## config.mk

```make
export PLATFORM = sky130hd
export DESIGN_NAME = usb_otg_power_line_control
export DESIGN_NICKNAME = d
export VERILOG_FILES = /design/src/hw/otg_line_pkg.sv /design/src/hw/otg_activity_monitor.sv /design/src/hw/otg_resistor_select.sv /design/src/hw/usb_otg_power_line_control.sv
export SDC_FILE = /design/constraint.sdc
export NUM_CORES = 1
export LEC_CHECK = 0
export BUFFER_PORTS_ARGS = -buffer_cell sky130_fd_sc_hd__buf_2
export CAP_MARGIN = 5
export CORE_ASPECT_RATIO = 0.9
export CORE_MARGIN = 8
export CORE_UTILIZATION = 35
export DETAILED_ROUTE_END_ITERATION = 10
export GPL_TIMING_DRIVEN = 0
export PLACE_DENSITY = 0.73
export SETUP_SLACK_MARGIN = 0.4
export SLEW_MARGIN = 20
export SYNTH_ARGS = -nofsm -noshare
export SYNTH_HDL_FRONTEND = slang
export SYNTH_SLANG_ARGS = --single-unit
```

## constraint.sdc

```tcl
create_clock -name aclk -period 4.5 [get_ports aclk]
set_input_delay 0.45 -clock aclk [delete_from_list [all_inputs] [get_ports aclk]]
set_output_delay 0.45 -clock aclk [all_outputs]
set_load 0.02 [all_outputs]
```

## src/hw/otg_line_pkg.sv

```systemverilog
// Purpose: Shared constants for the dual-role line and power control block
// Assumes: 32-bit AXI4-Lite register bus, registers one word each
// Notes: Offsets are byte addresses
package otg_line_pkg;
  localparam logic [3:0] off_line_control = 4'h0;
  localparam logic [3:0] off_power_control = 4'h4;
  localparam logic [3:0] off_role_control = 4'h8;
  localparam logic [3:0] off_line_status = 4'hc;
  // Line control field positions
  localparam int pos_dplus_pullup = 7;
  localparam int pos_dminus_pullup = 6;
  localparam int pos_dplus_pulldown = 5;
  localparam int pos_dminus_pulldown = 4;
  localparam int pos_bus_power_on = 3;
  localparam int pos_dual_role = 2;
  localparam int pos_bus_charge = 1;
  localparam int pos_bus_discharge = 0;
  // Power control field positions
  localparam int pos_activity_pending = 7;
  localparam int pos_sleep_guard = 4;
  localparam int pos_suspend = 1;
  localparam int pos_operation_enable = 0;
  // Role control field positions
  localparam int pos_host_role = 3;
  localparam int pos_module_enable = 0;
  // Writable masks
  localparam logic [15:0] mask_line_control = 16'h00ff;
  localparam logic [15:0] mask_power_control = 16'h0013;
  localparam logic [15:0] mask_role_control = 16'h0009;
  // Reset values
  localparam logic [7:0] reset_line_control = 8'h00;
  localparam logic [15:0] reset_power_control = 16'h0000;
  localparam logic [15:0] reset_role_control = 16'h0000;
  localparam logic [1:0] resp_okay = 2'h0;
  localparam logic [1:0] resp_slverr = 2'h2;
endpackage

```

## src/hw/otg_activity_monitor.sv

```systemverilog
// Purpose: Produces the activity-pending indication
// Assumes: Activity input is a level from the serial engine
// Notes: Flag reads zero unless the sleep guard is set
`timescale 1ns/1ps
module otg_activity_monitor (
  // Clock and reset
  input wire logic aclk,
  input wire logic aresetn,
  // Status inputs
  input wire logic sleep_guard,
  input wire logic bus_activity,
  // Flag
  output logic activity_pending_flag
);
  logic next_activity_pending_flag;

  always_comb
  begin
    // Hardware alone sets and clears it
    next_activity_pending_flag = sleep_guard & bus_activity;
  end

  always_ff @(posedge aclk)
  begin
    if (!aresetn)
      activity_pending_flag <= 1'b0;
    else
      activity_pending_flag <= next_activity_pending_flag;
  end
endmodule

```

## src/hw/otg_resistor_select.sv

```systemverilog
// Purpose: Chooses the D+/D- pull-up and pull-down settings
// Assumes: Role inputs are synchronous to aclk
// Notes: Purely combinational; outputs are registered by the caller
`timescale 1ns/1ps
module otg_resistor_select (
  // Software settings
  input wire logic dual_role_feature_enable,
  input wire logic [3:0] soft_resistors,
  // Hardware role
  input wire logic host_role_enable,
  input wire logic module_enable,
  // Chosen settings: dp up, dm up, dp down, dm down
  output logic [3:0] resistors
);
  always_comb
  begin
    if (dual_role_feature_enable)
      resistors = soft_resistors;
    else if (host_role_enable)
      resistors = 4'h3; // host: both pull-downs
    else if (module_enable)
      resistors = 4'h8; // full-speed device: D+ pull-up
    else
      resistors = 4'h0;
  end
endmodule

```

## src/hw/usb_otg_power_line_control.sv

```systemverilog
// Purpose: Register file and line control of a USB dual-role port
// Assumes: AXI4-Lite slave, one write and one read at a time
// Notes: Line outputs are registered from the register settings
//
// How it works
// - Dual-role on: software resistor bits apply
// - Dual-role off: roles drive resistors
// - Pull-down bits switch their line's resistor
// - Pending reads one only under sleep guard
// - Pending zero means free to suspend
// - Pending is hardware-owned, writes ignored
// - Suspend gates clock, transceiver low power
// - Operation enable powers the module, gating lines and supplies
// - Unimplemented bits read zero
//
// Design decisions made here: the register offsets and the AXI4-Lite register port.
`timescale 1ns/1ps
module usb_otg_power_line_control (
  // Clock and reset
  input wire logic aclk,
  input wire logic aresetn,
  // AXI4-Lite write address
  input wire logic awvalid,
  output logic awready,
  input wire logic [3:0] awaddr,
  // AXI4-Lite write data
  input wire logic wvalid,
  output logic wready,
  input wire logic [31:0] wdata,
  input wire logic [3:0] wstrb,
  // AXI4-Lite write response
  output logic bvalid,
  input wire logic bready,
  output logic [1:0] bresp,
  // AXI4-Lite read address
  input wire logic arvalid,
  output logic arready,
  input wire logic [3:0] araddr,
  // AXI4-Lite read data
  output logic rvalid,
  input wire logic rready,
  output logic [31:0] rdata,
  output logic [1:0] rresp,
  // Engine status
  input wire logic bus_activity,
  input wire logic suspend_clear,
  // Line resistors
  output logic dplus_pullup_enable,
  output logic dminus_pullup_enable,
  output logic dplus_pulldown_enable,
  output logic dminus_pulldown_enable,
  // Supply control
  output logic bus_power_on,
  output logic bus_charge_select,
  output logic bus_discharge_enable,
  // Module power
  output logic usb_clock_gate,
  output logic transceiver_low_power,
  output logic module_powered
);
  // Register file
  logic [7:0] otg_line_control;
  logic [15:0] usb_power_control;
  logic [15:0] role_control;
  logic [7:0] next_otg_line_control;
  logic [15:0] next_usb_power_control;
  logic [15:0] next_role_control;

  // Bus handshake
  logic aw_held;
  logic w_held;
  logic next_aw_held;
  logic next_w_held;
  logic [3:0] aw_addr;
  logic [3:0] next_aw_addr;
  logic [31:0] w_data;
  logic [31:0] next_w_data;
  logic [3:0] w_strb;
  logic [3:0] next_w_strb;
  logic next_bvalid;
  logic next_rvalid;
  logic [1:0] next_bresp;
  logic [1:0] next_rresp;
  logic [31:0] next_rdata;
  logic do_write;

  // Line and power outputs
  logic activity_pending_flag;
  logic [3:0] resistors;
  logic [3:0] next_lines;
  logic [3:0] lines;
  logic [2:0] next_supply;
  logic [2:0] next_power_out;

  function automatic logic is_mapped(input logic [3:0] addr);
    is_mapped = addr == otg_line_pkg::off_line_control ||
      addr == otg_line_pkg::off_power_control ||
      addr == otg_line_pkg::off_role_control ||
      addr == otg_line_pkg::off_line_status;
  endfunction

  // Merge byte lanes of a write into a 16-bit register
  function automatic logic [15:0] merge(input logic [15:0] old,
    input logic [31:0] data, input logic [3:0] strb,
    input logic [15:0] mask);
    logic [15:0] m;
    m = {{8{strb[1]}}, {8{strb[0]}}} & mask;
    merge = (old & ~m) | (data[15:0] & m);
  endfunction

  otg_resistor_select u_select (
    .dual_role_feature_enable(otg_line_control[otg_line_pkg::pos_dual_role]),
    .soft_resistors(otg_line_control[7:4]),
    .host_role_enable(role_control[otg_line_pkg::pos_host_role]),
    .module_enable(role_control[otg_line_pkg::pos_module_enable]),
    .resistors(resistors)
  );

  otg_activity_monitor u_activity (
    .aclk(aclk),
    .aresetn(aresetn),
    .sleep_guard(usb_power_control[otg_line_pkg::pos_sleep_guard]),
    .bus_activity(bus_activity),
    .activity_pending_flag(activity_pending_flag)
  );

  // Address and data are each taken once, in either order
  assign awready = !aw_held && !bvalid;
  assign wready = !w_held && !bvalid;
  assign arready = !rvalid;

  // Bus handshake state
  always_comb
  begin
    next_aw_held = aw_held;
    next_w_held = w_held;
    next_aw_addr = aw_addr;
    next_w_data = w_data;
    next_w_strb = w_strb;
    next_bvalid = bvalid;
    next_bresp = bresp;
    next_rvalid = rvalid;
    next_rdata = rdata;
    next_rresp = rresp;
    if (awvalid && awready)
    begin
      next_aw_held = 1'b1;
      next_aw_addr = awaddr;
    end
    if (wvalid && wready)
    begin
      next_w_held = 1'b1;
      next_w_data = wdata;
      next_w_strb = wstrb;
    end
    if (bvalid && bready)
      next_bvalid = 1'b0;
    // Taken before the held flags drop, so no loop through them
    do_write = next_aw_held && next_w_held && !bvalid;
    if (do_write)
    begin
      next_aw_held = 1'b0;
      next_w_held = 1'b0;
      next_bvalid = 1'b1;
      next_bresp = is_mapped(next_aw_addr) ? otg_line_pkg::resp_okay
        : otg_line_pkg::resp_slverr;
    end
    if (rvalid && rready)
      next_rvalid = 1'b0;
    if (arvalid && arready)
    begin
      next_rvalid = 1'b1;
      next_rresp = is_mapped(araddr) ? otg_line_pkg::resp_okay
        : otg_line_pkg::resp_slverr;
      case (araddr)
        otg_line_pkg::off_line_control:
          next_rdata = {24'h000000, otg_line_control};
        otg_line_pkg::off_power_control:
          next_rdata = {24'h000000, activity_pending_flag,
            usb_power_control[6:0]};
        otg_line_pkg::off_role_control:
          next_rdata = {16'h0000, role_control};
        otg_line_pkg::off_line_status:
          next_rdata = {28'h0000000, lines};
        default:
          next_rdata = 32'h00000000;
      endcase
    end
  end

  // Register file state
  always_comb
  begin
    next_otg_line_control = otg_line_control;
    next_usb_power_control = usb_power_control;
    next_role_control = role_control;
    if (do_write)
    begin
      case (next_aw_addr)
        otg_line_pkg::off_line_control:
          next_otg_line_control = 8'(merge({8'h00, otg_line_control},
            next_w_data, next_w_strb, otg_line_pkg::mask_line_control));
        otg_line_pkg::off_power_control:
          // Pending bit is not in the mask, so writes miss it
          next_usb_power_control = merge(usb_power_control, next_w_data,
            next_w_strb, otg_line_pkg::mask_power_control);
        otg_line_pkg::off_role_control:
          next_role_control = merge(role_control, next_w_data,
            next_w_strb, otg_line_pkg::mask_role_control);
        default:
          next_role_control = role_control;
      endcase
    end
    // Hardware clear of suspend beats a software set
    if (suspend_clear)
      next_usb_power_control[otg_line_pkg::pos_suspend] = 1'b0;
  end

  always_comb
  begin
    // Disabled module floats nothing: resistors and supplies off
    if (usb_power_control[otg_line_pkg::pos_operation_enable])
    begin
      next_lines = resistors;
      next_supply = {otg_line_control[otg_line_pkg::pos_bus_power_on],
        otg_line_control[otg_line_pkg::pos_bus_charge],
        otg_line_control[otg_line_pkg::pos_bus_discharge]};
    end
    else
    begin
      next_lines = 4'h0;
      next_supply = 3'h0;
    end
    next_power_out = {
      usb_power_control[otg_line_pkg::pos_suspend],
      usb_power_control[otg_line_pkg::pos_suspend],
      usb_power_control[otg_line_pkg::pos_operation_enable]};
  end

  // Bus handshake registers
  always_ff @(posedge aclk)
  begin
    if (!aresetn)
    begin
      aw_held <= 1'b0;
      w_held <= 1'b0;
      aw_addr <= 4'h0;
      w_data <= 32'h00000000;
      w_strb <= 4'h0;
      bvalid <= 1'b0;
      bresp <= otg_line_pkg::resp_okay;
      rvalid <= 1'b0;
      rdata <= 32'h00000000;
      rresp <= otg_line_pkg::resp_okay;
    end
    else
    begin
      aw_held <= next_aw_held;
      w_held <= next_w_held;
      aw_addr <= next_aw_addr;
      w_data <= next_w_data;
      w_strb <= next_w_strb;
      bvalid <= next_bvalid;
      bresp <= next_bresp;
      rvalid <= next_rvalid;
      rdata <= next_rdata;
      rresp <= next_rresp;
    end
  end

  // Register file, hardware clear already folded in
  always_ff @(posedge aclk)
  begin
    if (!aresetn)
    begin
      otg_line_control <= otg_line_pkg::reset_line_control;
      usb_power_control <= otg_line_pkg::reset_power_control;
      role_control <= otg_line_pkg::reset_role_control;
    end
    else
    begin
      otg_line_control <= next_otg_line_control;
      usb_power_control <= next_usb_power_control;
      role_control <= next_role_control;
    end
  end

  // Pins follow the registers one cycle later, free of glitches
  always_ff @(posedge aclk)
  begin
    if (!aresetn)
    begin
      lines <= 4'h0;
      {bus_power_on, bus_charge_select, bus_discharge_enable} <= 3'h0;
      {usb_clock_gate, transceiver_low_power, module_powered} <= 3'h0;
    end
    else
    begin
      lines <= next_lines;
      {bus_power_on, bus_charge_select, bus_discharge_enable} <= next_supply;
      {usb_clock_gate, transceiver_low_power, module_powered} <=
        next_power_out;
    end
  end

  assign {dplus_pullup_enable, dminus_pullup_enable,
    dplus_pulldown_enable, dminus_pulldown_enable} = lines;
endmodule

```

==> results of run 1 <==
[layout by cell type (no fill, tap or decap), drive strengths merged, types with 3 or more instances in the layout]
master and count:
a21oi 4, a22oi 4, and2 8, and3 6, buf 77, clkbuf 12
conb 26, dfxtp 50, inv 6, mux2 14, mux2i 16, nand2 20
nand3 4, nor2 11, nor2b 12, nor3 4, nor3b 3, o21ai 4
[metrics by stage]
stage	util	total power [uW]
finish	0.4451	873.6
detailed placement	0.4300	621.3
global route	0.4451	920.8
global placement	0.4300	617.7
floorplan	-	585.6
CTS	0.4451	883.6
[worst paths after layout]
path,from,depth (start not counted),end
min reg2reg,rdata[7],2,rdata[7]
max reg2reg,bvalid,5,register
max,bvalid,5,register
min,suspend_clear,2,register
[layout make-up]
type,count,area [sq um]
fill,601,3356
multi-input combinational,153,1012
sequential,50,1001
timing repair buffer,49,245.2
buffer,33,229.0
tap,72,90.09
clock buffer,7,86.33
inverter,6,22.52
clock inverter,1,5.005
[critical path, cell delays in order, from the launching register on]
cell                      delay (ns)
sky130_fd_sc_hd__dfxtp_1        0.40
sky130_fd_sc_hd__nor3b_2        0.48
sky130_fd_sc_hd__mux2i_1        0.48
sky130_fd_sc_hd__nand4_4        0.19
sky130_fd_sc_hd__nor3_4         0.47
sky130_fd_sc_hd__mux2_2         0.40
[metal layers]
layer | global-route usage | vias to the layer above | part of all wire | routed length (um)
met1 | 0.1229 | 746 | 0.42 | 2077
met3 | 0.04545 | 5 | 0.081 | 397
li1 | - | 849 | - | -
met4 | 0.03576 | 0 | 0.0075 | 37
met5 | 0 | - | 0 | 0
met2 | 0.1952 | 48 | 0.49 | 2410
[report_power, final]
group	switching (uW)	leakage, uW	internal, uW
sequential	8.97	0.000406	458
combinational	82.8	0.000840	61.0
clock	139	0.0000482	124
[cell families (layout without fill, tap and decap cells)]
family	Yosys count	count (layout)	share of synthesized area
AOI/OAI and AO/OA	21	21	0.06514
buffers and inverters	39	96	0.1158
DFF	50	50	0.4611
muxes	31	31	0.1585
other	1	26	0.001727
and+or+nand+nor	75	75	0.1977
==> summary by stage, run 1 <==
Power and ir drop
In this run the static leakage power is 0.001295 uW. The worst voltage drop across the vdd grid is 169.5 uV. The power density over cell area is 324.6 nW/um^2.

STA
The total count of max-transition violations in the final report is 0. Setup repair after global routing left no endpoint under its margin. The setup-violating endpoint count in the final report is 0. Setup slack on the critical path of the routed design comes to 1.983 ns. The final number of hold-violating endpoints is 0. The share of the clock period used by the worst path after layout is 0.5594. Adding up every negative setup slack in the final design gives 0 ns. Between clock sinks in the finished design, the worst skew comes to 0.002813 ns.

Static timing analysis puts the maximum clock frequency at 397.2 MHz. For the pin with the worst max-slew slack, the measured transition is 0.7253 ns. The smallest clock period supported by the final layout is computed as 2.517 ns. The post-route worst hold slack is 0.3288 ns. The worst pin sits at a relative slew slack of 0.5128.

Worst setup path
The worst setup path is of the reg -> reg kind. At the worst endpoint, the required time is 4.68 ns. Along the worst path, the maximum fanout reaches 8. STA classifies the critical path startpoint as a register. For the worst setup path, the data arrival time is 2.70 ns. STA classifies the critical path endpoint as a register.

The slack of the worst reg-to-reg path is 1.98 ns.

Synthesis
The count of flip-flops with a built-in enable after synthesis is 0. The share of synthesized area in the top cell type comes to 0.4611. After synthesis, the most frequently instantiated cells are 50 x sky130_fd_sc_hd__dfxtp_1, 28 x sky130_fd_sc_hd__buf_4, 20 x sky130_fd_sc_hd__nand2_1. The cell area that synthesis handed to floorplanning was 2171 sq um. The per-instance average area after synthesis is 10.00 sq um. For this run, the number of Yosys warnings is 0. The synthesized instance count is 217. Synthesis instantiated 35 different standard cells from the library. For this run, the register share of the synthesized area comes to 0.4611. The biggest area contributor in the post-synthesis netlist is sky130_fd_sc_hd__dfxtp_1.

In the synthesized netlist the dominant register cell turns out to be sky130_fd_sc_hd__dfxtp_1. The most common cell in the synthesized netlist is sky130_fd_sc_hd__dfxtp_1. Of all flip-flops after synthesis, the portion carrying an async set or reset was 0. Ranked by total cell area, the synthesized netlist is headed by sky130_fd_sc_hd__dfxtp_1 46%, sky130_fd_sc_hd__buf_4 9.7%, sky130_fd_sc_hd__mux2i_1 7.4%. The number of flip-flops and latches in the synthesized netlist is 50.

Detailed routing
The number of optimization iterations in the first detailed-route pass is 4. The average detailed-routed wire length per instance is 13.27 um. Summed over all layers, the routed wires come to 4922 um.

Across all layers, the routed design uses 1648 vias. After the first detailed-routing iteration, the DRC count stood at 80. Dividing the detail-routed via count by the number of cells gives 4.442. In the routed design, unresolved DRC markers number 0. Once detail routing completed, the nets flagged for antenna violations numbered 0.

CTS
The number of hold buffers added after CTS is 0. The insertion delay to the later sink of the worst-skew pair is 0.29 ns. Clock-pin slew was measured on the worst setup and hold paths at 0.09 ns. CTS saw 50 sinks. The post-cts repair resize count is 0. The TritonCTS clock tree is yes.

The maximum level of the CTS H-tree is 2. The cell chosen for the clock root is sky130_fd_sc_hd__clkbuf_8. The buffer depth of the longest clock path is 2.

In this run, CTS created clock tree buffers numbering 5. Buffers added to address setup during post-CTS repair amount to 0.

Place
The number of I/O port buffers is 49. The cell area reported after detailed placement is 2600 sq um. The placed wire-length estimate after detailed placement is 3920 um.

The placer's final routability congestion estimate is 0.7595. The cell count after placement is 363. The worst setup timing slack at the placement stage is 1.832 ns.

Final layout
The area overhead of the layout relative to synthesis is 23.98%. Summing all non-filler instances in the final layout gives an area of 2691 sq um. At the end of the flow, the number of nets in the layout was 351. The ratio of cells with drive above 1 in the final layout is 0.3445. After the flow finishes, the layout carries non-filler instances totaling 371. The repair_antennas step left the layout with diodes totalling 0.

Die
The die span in x is 99.02 um. The floorplan step defined a die boundary enclosing 8982 sq um. The placeable core region is 6047 sq um. The initial standard-cell utilization of the core is 0.3590.

After floorplanning, the core was divided into 27 placement rows. 104 I/O pins were placed. The die span in y is 90.72 um.

Global route
The number of global-route vias before repair is 1643. Entering global routing, the biggest net connects 15 pins. The initial antenna violation count is 0. The first-pass GRT wire length is 8211 um.

The overall global routing resource usage is 0.1131. The residual overflow from global routing is 0.

Worst hold path
The min-delay analysis places its worst path in the category in -> reg.

Run
The number of maximum-capacitance violations is 0.

Status
The flow ran to the end, and the final reports show no timing, DRC or antenna violations.
Note: power is estimated with default switching activity, not from simulation.
==> run 2: changes to the inputs <==
Settings changed: ABC_AREA set to 1, PLACE_DENSITY 0.73 to 0.74.
Clock period 4.5 ns to 2.1 ns, I/O delays scaled along.
==> summary by stage, run 2 <==
STA
The post-route worst hold slack came to 0.1406 ns (-0.1881 ns). The final number of hold-violating endpoints is 0 (unchanged). The final-layout setup total negative slack is 0 ns (unchanged). The share of the clock period used by the worst path after layout is 0.7461 (+0.1867). The final period demand of the worst path is 1.567 ns (-0.9506 ns).

The total count of max-transition violations in the final report is 0 (unchanged). The worst path setup slack after routing is 0.5333 ns (-1.449 ns). The setup-violating endpoint count in the final report is 0 (unchanged). Setup repair after global routing left no endpoint under its margin. The worst clock skew on the final layout is 0.01760 ns (+0.01478 ns). The achievable frequency came to 638.3 MHz (+61%).

CTS
The clock sink count came to 50 (unchanged). The post-cts repair resize count is 0 (unchanged). The number of hold buffers added after CTS is 0 (unchanged).

The buffer depth of the longest clock path came to 2 (unchanged). The maximum level of the CTS H-tree is 2 (unchanged). TritonCTS built the clock tree. The number of buffers inserted to repair setup after CTS is 0 (unchanged).

The insertion delay to the later sink of the worst-skew pair is 0.31 ns (+0.02 ns). The number of buffers inserted during clock tree synthesis is 5 (unchanged). The cell chosen for the clock root is sky130_fd_sc_hd__clkbuf_8. The clock-pin slew of the registers on the worst-case setup and hold paths came to 0.09 ns (about the same).

Synthesis
The synthesized instance count came to 313 (+44%). The biggest area contributor in the post-synthesis netlist is sky130_fd_sc_hd__dfxtp_1. The number of flip-flops and latches in the synthesized netlist is 50 (unchanged).

The yosys synthesis warning count is 0 (unchanged). The most frequently used flop master after synthesis is sky130_fd_sc_hd__dfxtp_1. In the post-synthesis netlist, the cell with the most instances is sky130_fd_sc_hd__nand2_1. The async set-reset flop share out of synthesis is 0 (unchanged). The area of the mapped netlist came to 2375 sq um (+9.4%).

The top-area cell type share of the netlist area came to 0.4215 (-0.03960). The per-instance average area after synthesis is 7.587 sq um (-24%). The share of synthesized area occupied by flip-flops and latches is 0.4215 (-0.03960). Yosys attributes the largest share of cell area to sky130_fd_sc_hd__dfxtp_1 42%, sky130_fd_sc_hd__buf_4 8.9%, sky130_fd_sc_hd__nand2_1 8.7%.

The count of flip-flops with a built-in enable after synthesis is 0 (unchanged). The commonest cells after synthesis are 55 x sky130_fd_sc_hd__nand2_1, 50 x sky130_fd_sc_hd__dfxtp_1, 45 x sky130_fd_sc_hd__nor2_1. The post-synthesis cell type count is 31 (-11%).

Global route
The number of global-route vias before repair is 1983 (+21%). The met2 track utilization from global routing was 0.1978 (+0.002675). The global-route met3 utilization came to 0.03556 (-0.009899). The residual overflow from global routing was 0 (unchanged). The peak-usage layer in the global routing report is met2.

The initial antenna violation count was 0 (unchanged). The maximum number of pins on one net before global-route repair is 18 (+3). The first-pass GRT wire length is 8852 um (+7.8%). The overall global routing resource usage is 0.1138 (+0.0007195). The met1 demand-to-capacity share in global routing was 0.1320 (+0.009059).

Worst setup path
The slack of the worst reg-to-reg path was 0.53 ns (-1.45 ns). The critical path data required time came to 2.29 ns (-2.39 ns). The type of origin of the critical path is a register.

The launch point of the worst reg-to-reg path is bvalid. The kind of critical path is reg -> reg. The length in cells of the worst reg-to-reg path came to 7 (+2).

The critical path capture point type is a register. The highest net fanout along the worst path was 10 (+2). The data arrival at the endpoint of the critical path is 1.76 ns (-0.94 ns).

Final layout
The most common library cell in the layout ignoring fill and taps is sky130_fd_sc_hd__nand2_1. The final core utilization is 0.4441 (-0.0009160). In the layout the commonest cells are 55 x sky130_fd_sc_hd__nand2_1, 51 x sky130_fd_sc_hd__buf_2, 50 x sky130_fd_sc_hd__dfxtp_1, 45 x sky130_fd_sc_hd__nor2_1, 34 x sky130_fd_sc_hd__inv_1. The area overhead of the layout relative to synthesis is 23.18%. The total number of nets in the final design was 448 (+28%).

The number of antenna repair diodes is 0 (unchanged). The final instance count without filler cells is 486 (+31%). The ratio of cells with drive above 1 in the final layout is 0.3131 (-0.03135).

Die
The number of primary I/O pins is 104 (unchanged). The die span in y was 94.15 um (+3.8%). The initial standard-cell utilization of the core was 0.3606 (+0.001572). The die span in x is 102.8 um (+3.8%). The die footprint is 9680 sq um (+7.8%). The placeable core region came to 6586 sq um (+8.9%). The number of placement rows was 28 (+3.7%).

Detailed routing
The aggregate routed wire length is 5543 um (+13%). The number of optimization iterations in the first detailed-route pass is 4 (unchanged). The number of DRC violations after detailed routing is 0 (unchanged). The average detailed-routed wire length per instance is 11.41 um (-14%). The count of routing violations after the opening detailed-route iteration is 124 (+55%). The final antenna-violating net count is 0 (unchanged). The via-per-instance ratio is 4.257 (-4.2%). The via count was 2069 (+26%).

Place
The placer's final routability congestion estimate is 0.8633 (+14%). The number of I/O port buffers is 50 (+2.0%). The worst setup timing slack at the placement stage is 0.5358 ns (-1.297 ns). The cell count after placement is 478 (+32%). The placed wire-length estimate after detailed placement is 4501 um (+15%).

Power and ir drop
The leakage power total is 0.001391 uW (+7.4%). The power density over cell area came to 688.8 nW/um^2 (+110%). The worst voltage drop across the vdd grid came to 447.1 uV (+160%).

Worst hold path
The worst hold path endpoint is u_activity.activity_pending_flag. The number of cells on the worst hold path was 3 (+1). The worst hold path begins at bus_activity.

The path class of the tightest hold or removal check is in -> reg.

Run
The number of maximum-capacitance violations came to 0 (unchanged).

Status
The flow ran to the end, and the final reports show no timing, DRC or antenna violations.
==> run 2: worst max path at each step <==
stage | endpoint | slack (ns) | startpoint
final | register | 0.53 | bvalid
after global routing | register | 0.44 | bvalid
after CTS | register | 0.55 | bvalid
after detailed placement | rdata[4] | 0.54 | araddr[1]
after global placement | register | 0.60 | bvalid
after floorplan | register | 0.53 | bvalid
==> run 2: cell type report <==
cell class	instances	area, sq um
Fill cell	686	3661
Multi-Input combinational cell	217	1069
Sequential cell	50	1001
Buffer	34	257.7
Timing Repair Buffer	50	250.2
Inverter	37	141.4
Tap cell	90	112.6
Clock buffer	5	68.82
Clock inverter	3	25.02
==> run 2: cells by family (layout without fill, tap and decap cells) <==
kind of cell | after synthesis | after routing | synth area share
compound gates | 36 | 36 | 0.08325
flops | 50 | 50 | 0.4215
other cells | 1 | 26 | 0.001579
simple gates | 155 | 155 | 0.3256
buf+inv | 71 | 129 | 0.1681
==> run 2: metrics by stage <==
step	power, uW	instance area (sq um)
3_3_place_gp	1454	2831
2_1_floorplan	1365	2469
3_5_place_dp	1464	2831
4_1_cts	2034	2925
6_report	2015	2925
5_1_grt	2120	2925
==> run 2: critical path: stages (launching register included) <==
cell and delay, ns:
sky130_fd_sc_hd__dfxtp_1 0.38, sky130_fd_sc_hd__nor2_2 0.21, sky130_fd_sc_hd__nand2_4 0.11, sky130_fd_sc_hd__buf_4 0.18, sky130_fd_sc_hd__o21ai_0 0.36, sky130_fd_sc_hd__nand3_2 0.11, sky130_fd_sc_hd__nand2_1 0.09, sky130_fd_sc_hd__nor2_2 0.03
==> run 2: power breakdown <==
part / switching (uW) / internal [uW]
sequential: 21.4 / 993
combinational: 286 / 148
clock: 327 / 241
==> run 2: layer usage <==
layer / vias to the layer above / wire length [um]
met5: - / 0
met3: 2 / 487
met2: 60 / 2646
li1: 1089 / -
met1: 918 / 2381
met4: 0 / 27
==> run 3: changes to the inputs <==
Clock period 2.1 ns to 1.4 ns, I/O delays scaled along.
==> summary by stage, run 3 (synthesis results as in run 2) <==
Place
The cell area reported after detailed placement came to 2920 sq um (+3.1%). The number of I/O port buffers is 50 (unchanged). The worst setup timing slack at the placement stage was -0.03252 ns (-0.5683 ns). The placed wire-length estimate after detailed placement is 4555 um (+1.2%). The cell count after placement is 478 (unchanged). The placer's final routability congestion estimate is 0.8256 (-4.4%).

Power and ir drop
The leakage power total was 0.001580 uW (+14%). The worst voltage drop across the vdd grid is 369.7 uV (-17%). The power density over cell area came to 973.2 nW/um^2 (+41%).

Detailed routing
The count of routing violations after the opening detailed-route iteration is 82 (-34%). The final antenna-violating net count is 0 (unchanged). The average detailed-routed wire length per instance came to 12.67 um (+11%). The via-per-instance ratio is 4.378 (+2.8%). The number of optimization iterations in the first detailed-route pass came to 4 (unchanged). The via count is 2211 (+6.9%). The aggregate routed wire length is 6398 um (+15%). The number of DRC violations after detailed routing is 0 (unchanged).

Die
The die footprint is 9680 sq um (unchanged). The die span in y is 94.15 um (unchanged). The number of placement rows is 28 (unchanged). The die span in x is 102.8 um (unchanged). The placeable core region is 6586 sq um (unchanged).

The initial standard-cell utilization of the core is 0.3606 (unchanged). The number of primary I/O pins is 104 (unchanged).

CTS
The clock-pin slew of the registers on the worst-case setup and hold paths is 0.10 ns (about the same). The number of buffers inserted during clock tree synthesis was 5 (unchanged). The clock sink count is 50 (unchanged). The maximum level of the CTS H-tree is 2 (unchanged). CTS placed an instance of sky130_fd_sc_hd__clkbuf_8 at the clock tree root. The insertion delay to the later sink of the worst-skew pair is 0.31 ns (about the same). The number of hold buffers added after CTS is 0 (unchanged).

The buffer depth of the longest clock path is 2 (unchanged). TritonCTS built the clock tree.

STA
The share of the clock period used by the worst path after layout is 1.050 (+0.3042). The final period demand of the worst path is 1.470 ns (-0.09630 ns). The worst pin sits at a relative slew slack of 0.5866. The worst clock skew on the final layout is 0.01214 ns (-0.005462 ns). The measured slew at the worst slew-check pin is 0.6201 ns. The setup-violating endpoint count in the final report was 14 (+14). Setup repair after global routing could not meet its margin everywhere.

The final number of hold-violating endpoints came to 0 (unchanged). The total count of max-transition violations in the final report came to 0 (unchanged). The worst path setup slack after routing was -0.07044 ns (-0.6037 ns). The achievable frequency was 680.1 MHz (+6.5%).

Worst setup path
The critical path data required time is 1.62 ns (-0.67 ns). The cell class contributing the biggest share of worst-path delay is simple AND/OR/NAND/NOR gates. STA classifies the critical path endpoint as a register. The delay of the slowest cell on the worst path came to 0.38 ns (about the same). The type of origin of the critical path is a register. The kind of critical path is reg -> reg. The slowest stage of the critical path belongs to the cell sky130_fd_sc_hd__dfxtp_4. The data arrival at the endpoint of the critical path is 1.69 ns (-0.07 ns). Walking the worst path, the cells encountered are nor2_4, nand3b_1, nand2_2, nand3_4, inv_6, clkbuf_16, nand3_2, nand2_1, nor2_2. The number of buffers and inverters on the critical path came to 2 (+1). The highest net fanout along the worst path was 7 (-3).

Final layout
The design area is 3491 sq um (+19%). The library cell used most frequently in the layout, excluding fill and tap cells, is sky130_fd_sc_hd__nand2_1. The final core utilization is 0.5300 (+0.08587). The fill cell total of the finished layout came to 622 (-9.3%). The ratio of cells with drive above 1 in the final layout came to 0.4482 (+0.1351). The area occupied by registers is 1017 sq um (+1.6%). The combined area of the multi-input logic cells is 1321 sq um (+24%).

Leaving out fill and tap cells, the most frequent cells in the layout are 45 x sky130_fd_sc_hd__nand2_1, 43 x sky130_fd_sc_hd__dfxtp_1, 42 x sky130_fd_sc_hd__buf_2, 42 x sky130_fd_sc_hd__buf_4, 39 x sky130_fd_sc_hd__nor2_1. The total number of nets in the final design came to 467 (+4.2%). From synthesis to final layout, the design area changed by 47.00%. The number of antenna repair diodes came to 0 (unchanged).

The final instance count without filler cells is 505 (+3.9%).

Worst hold path
The min-delay analysis places its worst path in the category in -> reg.

Global route
The residual overflow from global routing came to 0 (unchanged). The number of global-route vias before repair is 2052 (+3.5%). The maximum number of pins on one net before global-route repair was 17 (-1). The first-pass GRT wire length is 9791 um (+11%).

The overall global routing resource usage is 0.1288 (+0.01498). The initial antenna violation count is 0 (unchanged).

Status
The checks that failed: negative setup slack. The run finished, with violations left.

Run
The number of maximum-capacitance violations is 0 (unchanged).
run 3: cell type report:
class / count / share of cell area
buffer: 34 / 0.08029
clock buffer: 5 / 0.01971
clock inverter: 3 / 0.006093
inverter: 37 / 0.04624
multi-input combinational: 217 / 0.3785
sequential: 50 / 0.2914
tap: 90 / 0.03226
timing repair buffer: 69 / 0.1455
run 3: path summary, 6_finish.rpt:
| path | to | cells past startpoint | slack (ns) | from |
|---|---|---|---|---|
| min | u_activity.activity_pending_flag | 3 | 0.05 | bus_activity |
| min reg2reg | rdata[3] | 2 | 0.47 | rdata[3] |
| max reg2reg | register | 9 | -0.07 | bvalid |
| max | register | 9 | -0.07 | bvalid |
run 3: per-layer routing:
| layer | vias up | track usage | wire, um | part of all wire |
|---|---|---|---|---|
| li1 | 1127 | - | - | - |
| met1 | 1007 | 0.1487 | 2599 | 0.41 |
| met2 | 70 | 0.2243 | 3223 | 0.50 |
| met3 | 7 | 0.03630 | 505 | 0.079 |
| met4 | 0 | 0.03971 | 70 | 0.011 |
| met5 | - | 0 | 0 | 0 |
run 3: worst register-to-register path: stages (launching register included):
cell	delay (ns)
sky130_fd_sc_hd__dfxtp_4	0.38
sky130_fd_sc_hd__nor2_4	0.23
sky130_fd_sc_hd__nand3b_1	0.13
sky130_fd_sc_hd__nand2_2	0.11
sky130_fd_sc_hd__nand3_4	0.12
sky130_fd_sc_hd__inv_6	0.11
sky130_fd_sc_hd__clkbuf_16	0.14
sky130_fd_sc_hd__nand3_2	0.05
sky130_fd_sc_hd__nand2_1	0.08
sky130_fd_sc_hd__nor2_2	0.03
run 3: what timing repair did:
item,in CTS,in global routing
resized for setup,27,52
gates cloned,1,2
hold endpoints to repair,0,0
setup buffers,7,9
endpoints found under the setup margin,33,47
pin swaps,3,7
run 3: report_power, final:
group / switching, uW / internal [uW] / leakage [uW] / total [uW]
registers: 38.0 / 1490 / 0.000411 / 1530
clock network: 494 / 352 / 0.0000441 / 845
logic: 588 / 437 / 0.00112 / 1020
run 3: through the flow:
step	total power (uW)	hold slack [ns]	TNS [ns]
4_1_cts	3223	0.05027	-0.2610
6_report	3397	0.05436	-0.7483
5_1_grt	3563	0.05805	-2.219
3_5_place_dp	2265	0.3875	-0.2227
2_1_floorplan	2106	0.2607	-0.06051
3_3_place_gp	2244	0.3772	0
